===== src/logic/smpc_pkg.sv =====
// shared constants and types of the spread modem parameter block
package smpc_pkg;
    // clock and timing
    localparam int unsigned SYS_CLK_HZ      = 250_000_000; // system clock rate
    localparam int unsigned BW_MAX_HZ       = 500_000;     // widest spread bandwidth
    localparam int unsigned CHIP_BASE_CYC   = SYS_CLK_HZ / BW_MAX_HZ; // cycles per chip at 500k
    // register byte offsets
    localparam logic [7:0]  REG_PROTOCOL    = 8'h00;
    localparam logic [7:0]  REG_MODULATION  = 8'h04;
    localparam logic [7:0]  REG_STATUS      = 8'h08;
    localparam logic [7:0]  REG_TX_HEADER   = 8'h0c;
    localparam logic [7:0]  REG_RX_HEADER   = 8'h10;
    // modulation field positions
    localparam int unsigned MOD_BW_LSB      = 0;  // spread_bandwidth [3:0]
    localparam int unsigned MOD_SF_LSB      = 4;  // spreading_factor [7:4]
    localparam int unsigned MOD_CR_LSB      = 8;  // fec_coding_rate [10:8]
    localparam int unsigned MOD_LOW_RATE_OPTIMIZE_BIT    = 11; // low_rate_optimize
    // header field positions
    localparam int unsigned HDR_LEN_LSB     = 0;  // payload length [7:0]
    localparam int unsigned HDR_CR_LSB      = 8;  // coding rate [10:8]
    localparam int unsigned HDR_CRC_BIT     = 11; // payload check present
    localparam int unsigned HDR_CHK_LSB     = 12; // header check [16:12]
    localparam int unsigned HDR_EXPL_BIT    = 17; // explicit header mode (tx reg only)
    // limits and encodings
    localparam logic [3:0]  SF_MIN          = 4'h5;
    localparam logic [3:0]  SF_MAX          = 4'hc;
    localparam logic [3:0]  BW_CODE_MAX     = 4'h9;
    localparam logic [3:0]  BW_CODE_ZERO_IF = 4'h9; // 500 kHz
    localparam logic [2:0]  CR_MIN          = 3'h1;
    localparam logic [2:0]  CR_MAX          = 3'h4;
    localparam logic [2:0]  CR_HEADER       = 3'h4; // header always at 4/8
    localparam logic [3:0]  FEC_DATA_BITS   = 4'h4;
    localparam logic [3:0]  LOW_RATE_OPTIMIZE_BIT_LOSS   = 4'h2;
    // reset values
    localparam logic [3:0]  RST_BW          = 4'h7; // 125 kHz
    localparam logic [3:0]  RST_SF          = 4'h7;
    localparam logic [2:0]  RST_CR          = 3'h1;
    localparam logic        RST_PROTOCOL    = 1'b0; // fsk
    // protocol selection
    typedef enum logic { SMPC_PROTO_FSK = 1'b0, SMPC_PROTO_SPREAD = 1'b1 } smpc_proto_e;
    // bandwidth divisors of the widest bandwidth, codes 0 to 9
    function automatic logic [6:0] smpc_bw_div(input logic [3:0] code);
        unique case (code)
            4'h0: smpc_bw_div = 7'd64;  // 7.81 kHz
            4'h1: smpc_bw_div = 7'd48;  // 10.42 kHz
            4'h2: smpc_bw_div = 7'd32;  // 15.63 kHz
            4'h3: smpc_bw_div = 7'd24;  // 20.83 kHz
            4'h4: smpc_bw_div = 7'd16;  // 31.25 kHz
            4'h5: smpc_bw_div = 7'd12;  // 41.67 kHz
            4'h6: smpc_bw_div = 7'd8;   // 62.5 kHz
            4'h7: smpc_bw_div = 7'd4;   // 125 kHz
            4'h8: smpc_bw_div = 7'd2;   // 250 kHz
            default: smpc_bw_div = 7'd1; // 500 kHz
        endcase
    endfunction
    // five-bit header check over length, rate and crc flag
    function automatic logic [4:0] smpc_hdr_chk(input logic [11:0] f);
        smpc_hdr_chk = {1'b0, f[3:0]} + {1'b0, f[7:4]} + {1'b0, f[11:8]} + 5'h15;
    endfunction
endpackage


===== src/logic/smpc_symbol_timer.sv =====
// chip and symbol tick generator for the spread modem
`timescale 1ns/10ps
`default_nettype none
module smpc_symbol_timer
    import smpc_pkg::*;
#(
    parameter int unsigned CHIP_BASE_CYCLES = CHIP_BASE_CYC
) (
    // clock and reset
    input  wire logic       sys_clk_in,
    input  wire logic       sys_rst_in,
    input  wire logic       ce_in,
    // settings
    input  wire logic       run_in,
    input  wire logic [3:0] bw_code_in,
    input  wire logic [3:0] sf_in,
    // ticks
    output logic            chip_tick_out,
    output logic            symbol_tick_out
);
    logic [15:0] cyc_q, cyc_d;   // cycles elapsed in current chip
    logic [11:0] chip_q, chip_d; // chips done in current symbol
    logic        ctick_q, ctick_d;
    logic        stick_q, stick_d;
    logic [15:0] chip_len;       // cycles per chip for this bandwidth
    logic [11:0] chips_last;     // 2^sf - 1

    // one chip per second per hertz: chip period = base cycles * divisor
    assign chip_len   = 16'(CHIP_BASE_CYCLES * smpc_bw_div(bw_code_in));
    assign chips_last = 12'((13'h1 << sf_in) - 13'h1);

    // next values of the counters
    always_comb begin
        cyc_d   = cyc_q;
        chip_d  = chip_q;
        ctick_d = 1'b0;
        stick_d = 1'b0;
        if (!run_in) begin
            // idle keeps the counters at the start of a symbol
            cyc_d  = 16'h0000;
            chip_d = 12'h000;
        end else if (cyc_q >= chip_len - 16'h0001) begin
            cyc_d   = 16'h0000;
            ctick_d = 1'b1;
            if (chip_q >= chips_last) begin
                // symbol ends after 2^sf chips
                chip_d  = 12'h000;
                stick_d = 1'b1;
            end else begin
                chip_d = chip_q + 12'h001;
            end
        end else begin
            cyc_d = cyc_q + 16'h0001;
        end
    end

    // registers only
    always_ff @(posedge sys_clk_in) begin
        if (sys_rst_in) begin
            cyc_q   <= 16'h0000;
            chip_q  <= 12'h000;
            ctick_q <= 1'b0;
            stick_q <= 1'b0;
        end else if (ce_in) begin
            cyc_q   <= cyc_d;
            chip_q  <= chip_d;
            ctick_q <= ctick_d;
            stick_q <= stick_d;
        end
    end

    assign chip_tick_out   = ctick_q;
    assign symbol_tick_out = stick_q;

    // a symbol always closes on a chip boundary
    chk_symbol_on_chip: assert property (@(posedge sys_clk_in) disable iff (sys_rst_in)
        stick_q |-> ctick_q)
        else $error("symbol tick without chip tick");
endmodule
`default_nettype wire


===== src/logic/smpc_param_config.sv =====
// protocol selection and spread modem parameter registers
//
// Functional notes
// - protocol picks frame format and active modem
// - protocol readback returns current selection
// - spreading factor 5..12, 2^sf chips
// - symbol rate is bandwidth over 2^sf
// - sf5 and sf6 allowed with either header
// - bandwidth codes 0..9 map to fixed widths
// - digital baseband mix, zero-if at 500k
// - rate codes 1..4 give 4/5..4/8
// - header carries rate, receiver decodes from it
// - low-rate optimise drops two bits per symbol
// - header sent at 4/8 with own check
//
// Decided for this implementation: the placing of the registers and the strobed register port.
`timescale 1ns/10ps
`default_nettype none
module smpc_param_config
    import smpc_pkg::*;
#(
    parameter int unsigned CHIP_BASE_CYCLES = CHIP_BASE_CYC
) (
    // clock, reset, enable
    input  wire logic        sys_clk_in,
    input  wire logic        sys_rst_in,
    input  wire logic        ce_in,
    // register port
    input  wire logic [7:0]  reg_addr_in,
    input  wire logic [31:0] reg_wdata_in,
    input  wire logic        reg_wr_in,
    input  wire logic        reg_rd_in,
    output logic [31:0]      reg_rdata_out,
    // modem run and received header
    input  wire logic        modem_run_in,
    input  wire logic        rx_hdr_valid_in,
    input  wire logic [16:0] rx_hdr_in,
    // modem and frame selection
    output logic             spread_active_out,
    output logic             fsk_active_out,
    // front-end path
    output logic             digital_mix_out,
    output logic             zero_if_out,
    // spread settings to the modem
    output logic [3:0]       spread_bandwidth_out,
    output logic [3:0]       spreading_factor_out,
    output logic [3:0]       bits_per_symbol_out,
    output logic [3:0]       fec_total_bits_out,
    output logic [3:0]       header_total_bits_out,
    output logic [16:0]      tx_header_out,
    output logic [3:0]       rx_payload_bits_out,
    output logic             rx_hdr_bad_out,
    // timing ticks
    output logic             chip_tick_out,
    output logic             symbol_tick_out
);
    // configuration state
    logic        proto_q, proto_d;       // selected protocol
    logic [3:0]  bw_q, bw_d;             // spread_bandwidth code
    logic [3:0]  sf_q, sf_d;             // spreading_factor
    logic [2:0]  cr_q, cr_d;             // fec_coding_rate code
    logic        low_rate_optimize_q, low_rate_optimize_d;         // low_rate_optimize
    logic        reject_q, reject_d;     // last modulation write refused
    logic [7:0]  len_q, len_d;           // tx payload length
    logic        crc_q, crc_d;           // tx payload check present
    logic        expl_q, expl_d;         // explicit header mode
    // receive side state
    logic [2:0]  rxcr_q, rxcr_d;         // rate decoded from last good header
    logic [7:0]  rxlen_q, rxlen_d;       // length from last good header
    logic        rxcrc_q, rxcrc_d;       // crc flag from last good header
    logic        hbad_q, hbad_d;         // corrupt header pulse
    // bus read state
    logic [31:0] rdata_q, rdata_d;
    // helpers
    logic [3:0]  w_bw;
    logic [3:0]  w_sf;
    logic [2:0]  w_cr;
    logic        w_ok;
    logic        mod_wr;
    logic        rx_ok;
    logic [2:0]  pay_cr;
    logic [11:0] tx_fields;
    logic [31:0] status_word;

    // fields of a modulation write
    assign w_bw   = reg_wdata_in[MOD_BW_LSB +: 4];
    assign w_sf   = reg_wdata_in[MOD_SF_LSB +: 4];
    assign w_cr   = reg_wdata_in[MOD_CR_LSB +: 3];
    assign mod_wr = reg_wr_in && (reg_addr_in == REG_MODULATION);
    // every field must be legal, else the whole write is refused
    assign w_ok   = (w_bw <= BW_CODE_MAX) && (w_sf >= SF_MIN) && (w_sf <= SF_MAX)
                    && (w_cr >= CR_MIN) && (w_cr <= CR_MAX);

    // configuration next values
    always_comb begin
        proto_d  = proto_q;
        bw_d     = bw_q;
        sf_d     = sf_q;
        cr_d     = cr_q;
        low_rate_optimize_d   = low_rate_optimize_q;
        reject_d = reject_q;
        len_d    = len_q;
        crc_d    = crc_q;
        expl_d   = expl_q;
        if (reg_wr_in && reg_addr_in == REG_PROTOCOL) begin
            // selection takes effect at once; ordering is the host's duty
            proto_d = reg_wdata_in[0];
        end
        if (mod_wr) begin
            if (w_ok) begin
                // accepted whatever the protocol, so settings can be staged
                bw_d     = w_bw;
                sf_d     = w_sf;
                cr_d     = w_cr;
                low_rate_optimize_d   = reg_wdata_in[MOD_LOW_RATE_OPTIMIZE_BIT];
                reject_d = 1'b0;
            end else begin
                // keep previous setting, flag the refusal
                reject_d = 1'b1;
            end
        end
        if (reg_wr_in && reg_addr_in == REG_TX_HEADER) begin
            // sf5 and sf6 are not barred from either header mode
            len_d  = reg_wdata_in[HDR_LEN_LSB +: 8];
            crc_d  = reg_wdata_in[HDR_CRC_BIT];
            expl_d = reg_wdata_in[HDR_EXPL_BIT];
        end
    end

    // configuration registers
    always_ff @(posedge sys_clk_in) begin
        if (sys_rst_in) begin
            proto_q  <= RST_PROTOCOL;
            bw_q     <= RST_BW;
            sf_q     <= RST_SF;
            cr_q     <= RST_CR;
            low_rate_optimize_q   <= 1'b0;
            reject_q <= 1'b0;
            len_q    <= 8'h00;
            crc_q    <= 1'b0;
            expl_q   <= 1'b1;
        end else if (ce_in) begin
            proto_q  <= proto_d;
            bw_q     <= bw_d;
            sf_q     <= sf_d;
            cr_q     <= cr_d;
            low_rate_optimize_q   <= low_rate_optimize_d;
            reject_q <= reject_d;
            len_q    <= len_d;
            crc_q    <= crc_d;
            expl_q   <= expl_d;
        end
    end

    // header check against corruption
    assign rx_ok = (rx_hdr_in[HDR_CHK_LSB +: 5] == smpc_hdr_chk(rx_hdr_in[11:0]))
                   && (rx_hdr_in[HDR_CR_LSB +: 3] >= CR_MIN)
                   && (rx_hdr_in[HDR_CR_LSB +: 3] <= CR_MAX);

    // receive header next values
    always_comb begin
        rxcr_d  = rxcr_q;
        rxlen_d = rxlen_q;
        rxcrc_d = rxcrc_q;
        hbad_d  = 1'b0;
        if (rx_hdr_valid_in && proto_q == SMPC_PROTO_SPREAD && expl_q) begin
            if (rx_ok) begin
                // payload rate comes from the header, not from setup
                rxcr_d  = rx_hdr_in[HDR_CR_LSB +: 3];
                rxlen_d = rx_hdr_in[HDR_LEN_LSB +: 8];
                rxcrc_d = rx_hdr_in[HDR_CRC_BIT];
            end else begin
                // corrupt header dropped, previous decode kept
                hbad_d = 1'b1;
            end
        end
    end

    // receive header registers
    always_ff @(posedge sys_clk_in) begin
        if (sys_rst_in) begin
            rxcr_q  <= RST_CR;
            rxlen_q <= 8'h00;
            rxcrc_q <= 1'b0;
            hbad_q  <= 1'b0;
        end else if (ce_in) begin
            rxcr_q  <= rxcr_d;
            rxlen_q <= rxlen_d;
            rxcrc_q <= rxcrc_d;
            hbad_q  <= hbad_d;
        end
    end

    // implicit mode falls back to the configured rate
    assign pay_cr    = expl_q ? rxcr_q : cr_q;
    assign tx_fields = {crc_q, cr_q, len_q};

    // outputs straight from registers or fixed maps of them
    assign spread_active_out     = (proto_q == SMPC_PROTO_SPREAD);
    assign fsk_active_out        = (proto_q == SMPC_PROTO_FSK);
    assign zero_if_out           = spread_active_out && (bw_q == BW_CODE_ZERO_IF);
    assign digital_mix_out       = spread_active_out && (bw_q != BW_CODE_ZERO_IF);
    assign spread_bandwidth_out  = bw_q;
    assign spreading_factor_out  = sf_q;
    assign bits_per_symbol_out   = low_rate_optimize_q ? (sf_q - LOW_RATE_OPTIMIZE_BIT_LOSS) : sf_q;
    assign fec_total_bits_out    = FEC_DATA_BITS + {1'b0, cr_q};
    assign header_total_bits_out = FEC_DATA_BITS + {1'b0, CR_HEADER};
    assign rx_payload_bits_out   = FEC_DATA_BITS + {1'b0, pay_cr};
    assign tx_header_out         = {smpc_hdr_chk(tx_fields), tx_fields};
    assign rx_hdr_bad_out        = hbad_q;

    // status word for software
    assign status_word = {21'h000000, reject_q, fec_total_bits_out[3:0],
                          bits_per_symbol_out, zero_if_out, spread_active_out};

    // read data: one cycle after the strobe, zero otherwise
    always_comb begin
        rdata_d = 32'h00000000;
        if (reg_rd_in) begin
            unique case (reg_addr_in)
                REG_PROTOCOL:   rdata_d = {31'h00000000, proto_q};
                REG_MODULATION: rdata_d = {20'h00000, low_rate_optimize_q, cr_q, sf_q, bw_q};
                REG_STATUS:     rdata_d = status_word;
                REG_TX_HEADER:  rdata_d = {14'h0000, expl_q, tx_header_out};
                REG_RX_HEADER:  rdata_d = {20'h00000, rxcrc_q, rxcr_q, rxlen_q};
                default:        rdata_d = 32'h00000000; // unmapped reads zero
            endcase
        end
    end

    // read data register
    always_ff @(posedge sys_clk_in) begin
        if (sys_rst_in) begin
            rdata_q <= 32'h00000000;
        end else if (ce_in) begin
            rdata_q <= rdata_d;
        end
    end
    assign reg_rdata_out = rdata_q;

    // symbol timing runs only while the spread modem is active
    smpc_symbol_timer #(
        .CHIP_BASE_CYCLES (CHIP_BASE_CYCLES)
    ) u_timer (
        .sys_clk_in      (sys_clk_in),
        .sys_rst_in      (sys_rst_in),
        .ce_in           (ce_in),
        .run_in          (modem_run_in && spread_active_out),
        .bw_code_in      (bw_q),
        .sf_in           (sf_q),
        .chip_tick_out   (chip_tick_out),
        .symbol_tick_out (symbol_tick_out)
    );

    // protocol readback matches the last selection written
    chk_proto_readback: assert property (@(posedge sys_clk_in) disable iff (sys_rst_in)
        ce_in && reg_rd_in && reg_addr_in == REG_PROTOCOL |=> reg_rdata_out == {31'h0, proto_q})
        else $error("protocol readback wrong");
    // exactly one modem owns the frame at any time
    chk_modem_exclusive: assert property (@(posedge sys_clk_in) disable iff (sys_rst_in)
        spread_active_out != fsk_active_out)
        else $error("both or no modem active");
    // a refused write must leave every field untouched
    chk_invalid_keeps: assert property (@(posedge sys_clk_in) disable iff (sys_rst_in)
        ce_in && mod_wr && !w_ok |=> $stable(bw_q) && $stable(sf_q) && $stable(cr_q) && reject_q)
        else $error("invalid modulation changed setting");
    // stored codes never leave their legal range
    chk_sf_range: assert property (@(posedge sys_clk_in) disable iff (sys_rst_in)
        sf_q >= SF_MIN && sf_q <= SF_MAX && bw_q <= BW_CODE_MAX)
        else $error("setting out of range");
    chk_valid_applies: assert property (@(posedge sys_clk_in) disable iff (sys_rst_in)
        ce_in && mod_wr && w_ok |=> bw_q == $past(w_bw) && sf_q == $past(w_sf) && !reject_q)
        else $error("valid modulation not applied");
    chk_if_path: assert property (@(posedge sys_clk_in) disable iff (sys_rst_in)
        spread_active_out |-> (zero_if_out == (bw_q == 4'h9)) && (digital_mix_out != zero_if_out))
        else $error("conversion path wrong");
    chk_low_rate_optimize_bits: assert property (@(posedge sys_clk_in) disable iff (sys_rst_in)
        bits_per_symbol_out == (low_rate_optimize_q ? sf_q - 4'h2 : sf_q))
        else $error("bits per symbol wrong");
    // the header always goes out at the strongest rate
    chk_header_rate: assert property (@(posedge sys_clk_in) disable iff (sys_rst_in)
        header_total_bits_out == 4'h8 && fec_total_bits_out == 4'h4 + {1'b0, cr_q})
        else $error("coding rate map wrong");
    // corrupt headers pulse the flag and keep the old decode
    chk_bad_header: assert property (@(posedge sys_clk_in) disable iff (sys_rst_in)
        ce_in && rx_hdr_valid_in && spread_active_out && expl_q && !rx_ok
        |=> rx_hdr_bad_out && $stable(rxcr_q))
        else $error("corrupt header not dropped");
    // a good header sets the payload rate for what follows
    chk_rx_rate_used: assert property (@(posedge sys_clk_in) disable iff (sys_rst_in)
        ce_in && rx_hdr_valid_in && spread_active_out && expl_q && rx_ok
        |=> rx_payload_bits_out == 4'h4 + {1'b0, $past(rx_hdr_in[10:8])})
        else $error("payload rate not taken from header");
    // read data stands one cycle only, so stale words never look fresh
    chk_rdata_idle: assert property (@(posedge sys_clk_in) disable iff (sys_rst_in)
        ce_in && !reg_rd_in |=> reg_rdata_out == 32'h00000000)
        else $error("read data not cleared after read cycle");
endmodule
`default_nettype wire


===== config.mk =====
export PLATFORM = sky130hd
export DESIGN_NAME = smpc_param_config
export DESIGN_NICKNAME = d
export VERILOG_FILES = /design/src/logic/smpc_pkg.sv /design/src/logic/smpc_symbol_timer.sv /design/src/logic/smpc_param_config.sv
export SDC_FILE = /design/constraint.sdc
export NUM_CORES = 1
export LEC_CHECK = 0
export ABC_CLOCK_PERIOD_IN_PS = 18200
export BUFFER_PORTS_ARGS = -buffer_cell sky130_fd_sc_hd__buf_2
export CAP_MARGIN = 20
export CORE_MARGIN = 1.5
export CORE_UTILIZATION = 61
export CTS_BUF_LIST = sky130_fd_sc_hd__clkbuf_8 sky130_fd_sc_hd__clkbuf_16
export DETAILED_ROUTE_END_ITERATION = 10
export PLACE_DENSITY = 0.88
export SETUP_SLACK_MARGIN = 0.5
export SYNTH_ARGS = -nofsm -noshare
export SYNTH_HDL_FRONTEND = slang
export SYNTH_SLANG_ARGS = --single-unit

===== constraint.sdc =====
create_clock -name sys_clk_in -period 18.2 [get_ports sys_clk_in]
set_input_delay 1.82 -clock sys_clk_in [delete_from_list [all_inputs] [get_ports sys_clk_in]]
set_output_delay 1.82 -clock sys_clk_in [all_outputs]
set_load 0.01 [all_outputs]

=== After elaboration in Yosys (flattened, before gate mapping) ===
Memories as Yosys holds them, arrays and structs flattened. A register that Yosys moved wholly into a read port is not among the register bits.
Index checks and enable logic that the tools add are counted.

* Multiplexer cells: 19
* $lt $le $gt $ge: 9
* Shift-type cells: 1
* Reductions and logical operators: 21
* $mul: 1
* Bitwise logic cells: 1
* Add/sub/neg operators: 13
* Equality and inequality tests: 8

{| class="wikitable"
|+ Operator list
! kind !! count
|-
| 18-bit one-hot mux with 5 select lines || 1
|-
| 12-bit two-way mux || 3
|-
| 16-bit two-way mux || 2
|-
| 18-bit two-way mux || 1
|-
| 16-bit by 1-bit adder with 16-bit output (second input constant) || 1
|-
| 8-bit by 4-bit == test with 1-bit output (second input constant) || 2
|-
| 16-bit greater-or-equal comparator || 1
|-
| 16-bit by 1-bit subtractor with 16-bit output (second input constant) || 1
|-
| 1-bit logical AND || 14
|-
| 7-bit by 7-bit multiplier with 14-bit output (first input constant) || 1
|-
| 12-bit by 1-bit adder with 12-bit output (second input constant) || 1
|-
| 12-bit greater-or-equal comparator || 1
|-
| 4-bit two-way mux || 3
|-
| 1-bit by 4-bit << shifter with 12-bit output (first input constant) || 1
|-
| 12-bit by 1-bit subtractor with 12-bit output (second input constant) || 1
|-
| 4-bit by 4-bit adder with 5-bit output || 2
|-
| 5-bit by 4-bit adder with 5-bit output || 2
|-
| 5-bit adder (second input constant) || 2
|-
| 3-bit by 3-bit adder with 4-bit output (first input constant) || 2
|-
| 8-bit by 3-bit == test with 1-bit output (second input constant) || 1
|-
| 8-bit by 5-bit == test with 1-bit output (second input constant) || 1
|-
| 4-bit <= comparator (second input constant) || 2
|-
| 8-bit zero test || 1
|-
| 1-bit two-way mux || 8
|-
| 12 further kinds || 18
|}

* ROM bits: 112
* Flip-flop bits (word level): 99
* Bits of input ports: 64
* Memories: 1

{| class="wikitable"
|+ Memory list
! name !! depth !! width !! read ports !! clocked after Yosys merged registers in !! write ports !! RTL line !! text
|-
| (name not given) || 16 || 7 || 1 || 1 || 0 || smpc_pkg.sv:43 || <nowiki>unique case (code)</nowiki>
|}

=== Logic depth before layout (Yosys ltp) ===
* Depth in word-level cells: 8
* Mapped depth: 24
* Gate-level depth less buffers: 22

=== Cells and area by module ===
Synthesis repeated with hierarchy kept, for this count alone.

* Cell total of the unflattened synthesis: 810
* Area total of the unflattened synthesis: 6847.8 um^2

{| class="wikitable"
|+ Modules (own cells, without submodules)
! module !! area an instance (um^2) !! instances !! cells each !! seq. area each (um^2)
|-
| smpc_symbol_timer || 3500.9 || 1 || 422 || 600.6
|-
| smpc_param_config || 3347.0 || 1 || 388 || 1101.1
|}

=== Worst setup path after synthesis ===
OpenSTA, ideal clock, no wires.

* Path type: register to register
* Start point: reg, netlist name u_timer.chip_len[3]
* End point: reg u_timer.chip_q[2]
* Setup time: 59 ps
* Slack: 12003 ps
* Cell stages (with the launch flop): 24
* Arrival time: 6138 ps
* Required time: 18141 ps
* Path buffers: 2
* Path through: dfxtp_1 > fa_1 > inv_1 > fa_1 > inv_1 > fa_1 > ha_1 > ha_1 > buf_6 > a21o_1 > a31oi_4 > a21oi_2 > o31a_1 > or3_4 > a2111oi_2 > xnor3_1 > ha_1 > nand4_1 > or2_1 > o221ai_1 > nand4_1 > nor2_1 > clkbuf_1 > a221o_1

{| class="wikitable"
|+ RTL lines
! element !! RTL line !! text
|-
| end signal: assignment || smpc_symbol_timer.sv:66 || <nowiki>chip_q <= chip_d;</nowiki>
|-
| end: declaration || smpc_symbol_timer.sv:22 || <nowiki>logic [11:0] chip_q, chip_d;</nowiki>
|}

==> flow_summary_export.csv <==
group,metric,value,unit
worst_setup_path,reg2reg_depth,21,
timing,setup_tns,0,ns
cts,postCtsSetupRepairBufs,0,
grt,overflow,0,
grt,grt_first_pass_wirelength,27.6,mm
routing,viasPerCell,5.93,
cts,clk_path_buf_depth,2,
power_and_ir_drop,p_clk_frac,0.442,
grt,grt_max_degree,45,
logic_synthesis,synth_most_common_cell,"dfxtp_1",
timing,finalSetupViolations,0,
worst_setup_path,worstPathCellList,"fa_1, inv_1, fa_1, inv_1, fa_1, ha_1, ha_1, a21o_1, a31oi_4, a21oi_2, o31a_1, or3_4, a2111oi_2, xnor3_1, ha_1, nand4_1, or2_1, o221ai_1, nand4_1, nor2_1, a221o_1",
placement,port_buffers,106,
worst_setup_path,worstPathArrival,7.65,ns
logic_synthesis,synthCells,809,
routing,first_pass_iters,5,
cts,cts_made_buffers,9,
worst_setup_path,regToRegSetupSlack,10.85,ns
timing,slew-limit-headroom,0.264,
logic_synthesis,async_reset_ff_frac,0,
layout,final_net_count,1062,
placement,placed_cells_incl_taps,1020,
grt,antenna_found_initial,1,
worst_setup_path,critical_path_buf_inv_count,2,
cts,cts-resized-gates,0,
worst_setup_path,critPathKind,"reg -> reg",
timing,rsz0062_at_grt,"no",
cts,cts-root-buf,"clkbuf_16",
grt,grt.total_usage,0.296,
cts,cts_sinks,92,
power_and_ir_drop,p_switching,0.000102,W
cts,htreeDepth,3,
power_and_ir_drop,intPower,0.000320,W
grt,grt_pass1_vias,5879,
cts,clk_latency,0.35,ns
layout,syn_to_final_growth,11.3,%
routing,drc,0,
floorplan,start_util,0.634,
logic_synthesis,synth_edf_count,0,
worst_hold_path,hold_depth,2,
power_and_ir_drop,p_leak,3.64,nW
power_and_ir_drop,ir_worst_vdd,0.0743,mV
worst_setup_path,max_stage_delay,0.80,ns
timing,finalCritPeriodShare,0.404,
floorplan,fp.coreArea,0.0109,mm2
routing,wl,17.1,mm
worst_setup_path,worstSetupStartpointType,"register",
cts,cts_hold_buf,0,
timing,slew_violations,0,
logic_synthesis,synth_warnings,0,
placement,gp_congestion,0.871,
logic_synthesis,syn_area,0.00693,mm2
placement,hpwl,13.2,mm
worst_setup_path,worstSetupEndpoint,"u_timer.chip_q[11]$_SDFFE_PP0P_",
timing,max_freq,136,MHz
timing,fin_crit,7.35,ns
logic_synthesis,synth_seq_area_share,0.266,
worst_setup_path,critPathLaunch,"u_timer.chip_len[3]$_SDFF_PP0_",
logic_synthesis,synth_cell_type_count,62,
cts,cts_tree,"yes",
floorplan,dieArea,0.0120,mm2
worst_hold_path,hp-class,"reg -> reg",
worst_setup_path,reg2reg_to,"u_timer.chip_q[11]$_SDFFE_PP0P_",
routing,vias,6139,
run_status,outcome,"completed",
layout,fin_cells,1036,
worst_setup_path,cp.required,18.50,ns
cts,path_clk_slew,0.07,ns
timing,hold_viol_final,0,
flow_run,drv_cap,0,
logic_synthesis,synth_common_cells,"dfxtp_1 (92), ha_1 (84), nand2_1 (77)",
floorplan,die_h,110,um
timing,skew,0.00819,ns
power_and_ir_drop,p_comb_frac,0.080,
routing,initialDrtViolationCount,441,
logic_synthesis,synth-seq-cells,92,
timing,tightestPinTransition,1.10,ns
power_and_ir_drop,power.density,54.7,mW/mm2
layout,num-fill-cells,876,
logic_synthesis,synth_ff_type,"dfxtp_1",
worst_setup_path,critPathTopFamily,"adder cells",
floorplan,die_w,110,um
layout,drive_gt1_frac,0.150,
logic_synthesis,synth_top_cell_by_area,"dfxtp_1",
logic_synthesis,syn_area_per_cell,8.57,um2
power_and_ir_drop,swShare,0.241,
worst_setup_path,worst_path_max_delay_cell,"nor2_1",
worst_setup_path,worstSetupEndpointType,"register",
routing,wire_per_inst,16.5,um
floorplan,rows,38,
logic_synthesis,synthTopCellsByArea,"dfxtp_1 (27%), ha_1 (15%), fa_1 (6.6%), nand2_1 (4.2%), nor2_1 (3.6%)",
worst_setup_path,crit_fanout,11,
power_and_ir_drop,seqPwrFrac,0.477,
worst_setup_path,r2r-start,"u_timer.chip_len[3]$_SDFF_PP0_",
logic_synthesis,yosysTopAreaCellShare,0.266,
floorplan,ios,144,
worst_setup_path,crit_cells,21,
routing,drtAntennaViolNets,0,
==> sequential cells by signal (all words and copies together), names as in the netlist, named ones only <==
register                 count
u_timer.symbol_tick_out      1
expl_q                       1
u_timer.chip_len             2
spread_bandwidth_out         4
rxlen_q                      8
u_timer.cyc_q               16
rxcrc_q                      1
crc_q                        1
spreading_factor_out         4
spread_active_out            1
rxcr_q                       3
len_q                        8
reject_q                     1
low_rate_optimize_q          1
u_timer.chip_tick_out        1
rx_hdr_bad_out               1
u_timer.chip_q              12
reg_rdata_out               18
cr_q                         3
==> worst min-delay path by stage <==
stage | startpoint | to
5_1_grt | reg_rdata_out[12]$_SDFFE_PP0P_ | reg_rdata_out[12]$_SDFFE_PP0P_
3_5_place_dp | u_timer.chip_tick_out$_SDFFE_PP0P_ | u_timer.chip_tick_out$_SDFFE_PP0P_
2_1_floorplan | rxlen_q[0]$_SDFFE_PP0P_ | rxlen_q[0]$_SDFFE_PP0P_
4_1_cts | u_timer.chip_tick_out$_SDFFE_PP0P_ | u_timer.chip_tick_out$_SDFFE_PP0P_
3_3_place_gp | reg_rdata_out[7]$_SDFFE_PP0P_ | reg_rdata_out[7]$_SDFFE_PP0P_
6_report | u_timer.chip_tick_out$_SDFFE_PP0P_ | u_timer.chip_tick_out$_SDFFE_PP0P_
==> cells in the final DEF (no fill, tap or decap), types with 6 or more instances in the layout <==
cell,instances
conb_1,18
dfxtp_1,92
a21oi_1,46
nand4_1,13
buf_2,106
a21o_1,23
clkbuf_16,9
nor4_1,7
and3_1,6
o21ai_1,6
nor2b_1,8
and2_1,8
ha_1,84
nand3_1,28
a221o_1,7
nor2_1,67
nand2_1,77
xor2_1,23
nor3_1,20
mux2i_1,24
inv_1,66
fa_1,23
o21ai_0,14
a22oi_1,13
a22o_1,11
xnor2_1,28
==> layer usage <==
metal	wire length, um	global-route usage
met1	6940	0.369
met4	528	0.123
met2	8400	0.498
met5	0	0
met3	1200	0.0605
==> cell type report <==
class | instances | area (um2) | share of cell area
inverters | 68 | 255 | 0.0331
multi-input cells | 611 | 4600 | 0.596
diodes | 1 | 2.50 | 0.000324
flip-flops and latches | 92 | 1840 | 0.239
repair buffers | 109 | 553 | 0.0717
well taps | 140 | 175 | 0.0227
clock inverters | 6 | 66.3 | 0.00860
clock buffers | 9 | 225 | 0.0292
==> through the flow <==
step	setup WS (ns)	utilization	hold WS [ns]	instance area (um2)	power, W
after floorplan	12.00	-	0.461	6990	0.000230
after global placement	11.13	0.679	0.432	7420	0.000238
after detailed placement	10.90	0.679	0.434	7420	0.000240
after CTS	10.92	0.705	0.445	7710	0.000423
after global routing	10.50	0.705	0.478	7710	0.000435
final	10.85	0.705	0.450	7710	0.000422
==> worst register-to-register path: stages, from the launching register on <==
cell	delay, ns
dfxtp_1	0.38
fa_1	0.61
inv_1	0.07
fa_1	0.48
inv_1	0.06
fa_1	0.47
ha_1	0.31
ha_1	0.45
a21o_1	0.27
a31oi_4	0.18
a21oi_2	0.08
o31a_1	0.29
or3_4	0.34
a2111oi_2	0.38
xnor3_1	0.31
ha_1	0.33
nand4_1	0.12
or2_1	0.24
o221ai_1	0.36
nand4_1	0.50
nor2_1	0.80
a221o_1	0.27
==> logic make-up after synthesis <==
kind of cell               share of synthesized area
and+or+nand+nor                                0.181
AOI/OAI and AO/OA                              0.148
buffers and inverters                         0.0809
adders and majority gates                      0.218
DFF                                            0.266
xor gates and xnor gates                      0.0677
muxes                                         0.0379
other                                        0.00108
==> power groups by stage <==
stage / Sequential [W] / Clock, W / Combinational (W)
3_5_place_dp: 0.000206 / 0 / 0.0000334
2_1_floorplan: 0.000206 / 0 / 0.0000238
5_1_grt: 0.000201 / 0.000195 / 0.0000379
3_3_place_gp: 0.000206 / 0 / 0.0000318
4_1_cts: 0.000202 / 0.000188 / 0.0000335
6_report: 0.000202 / 0.000187 / 0.0000339
(Power assumes the default switching activity.)
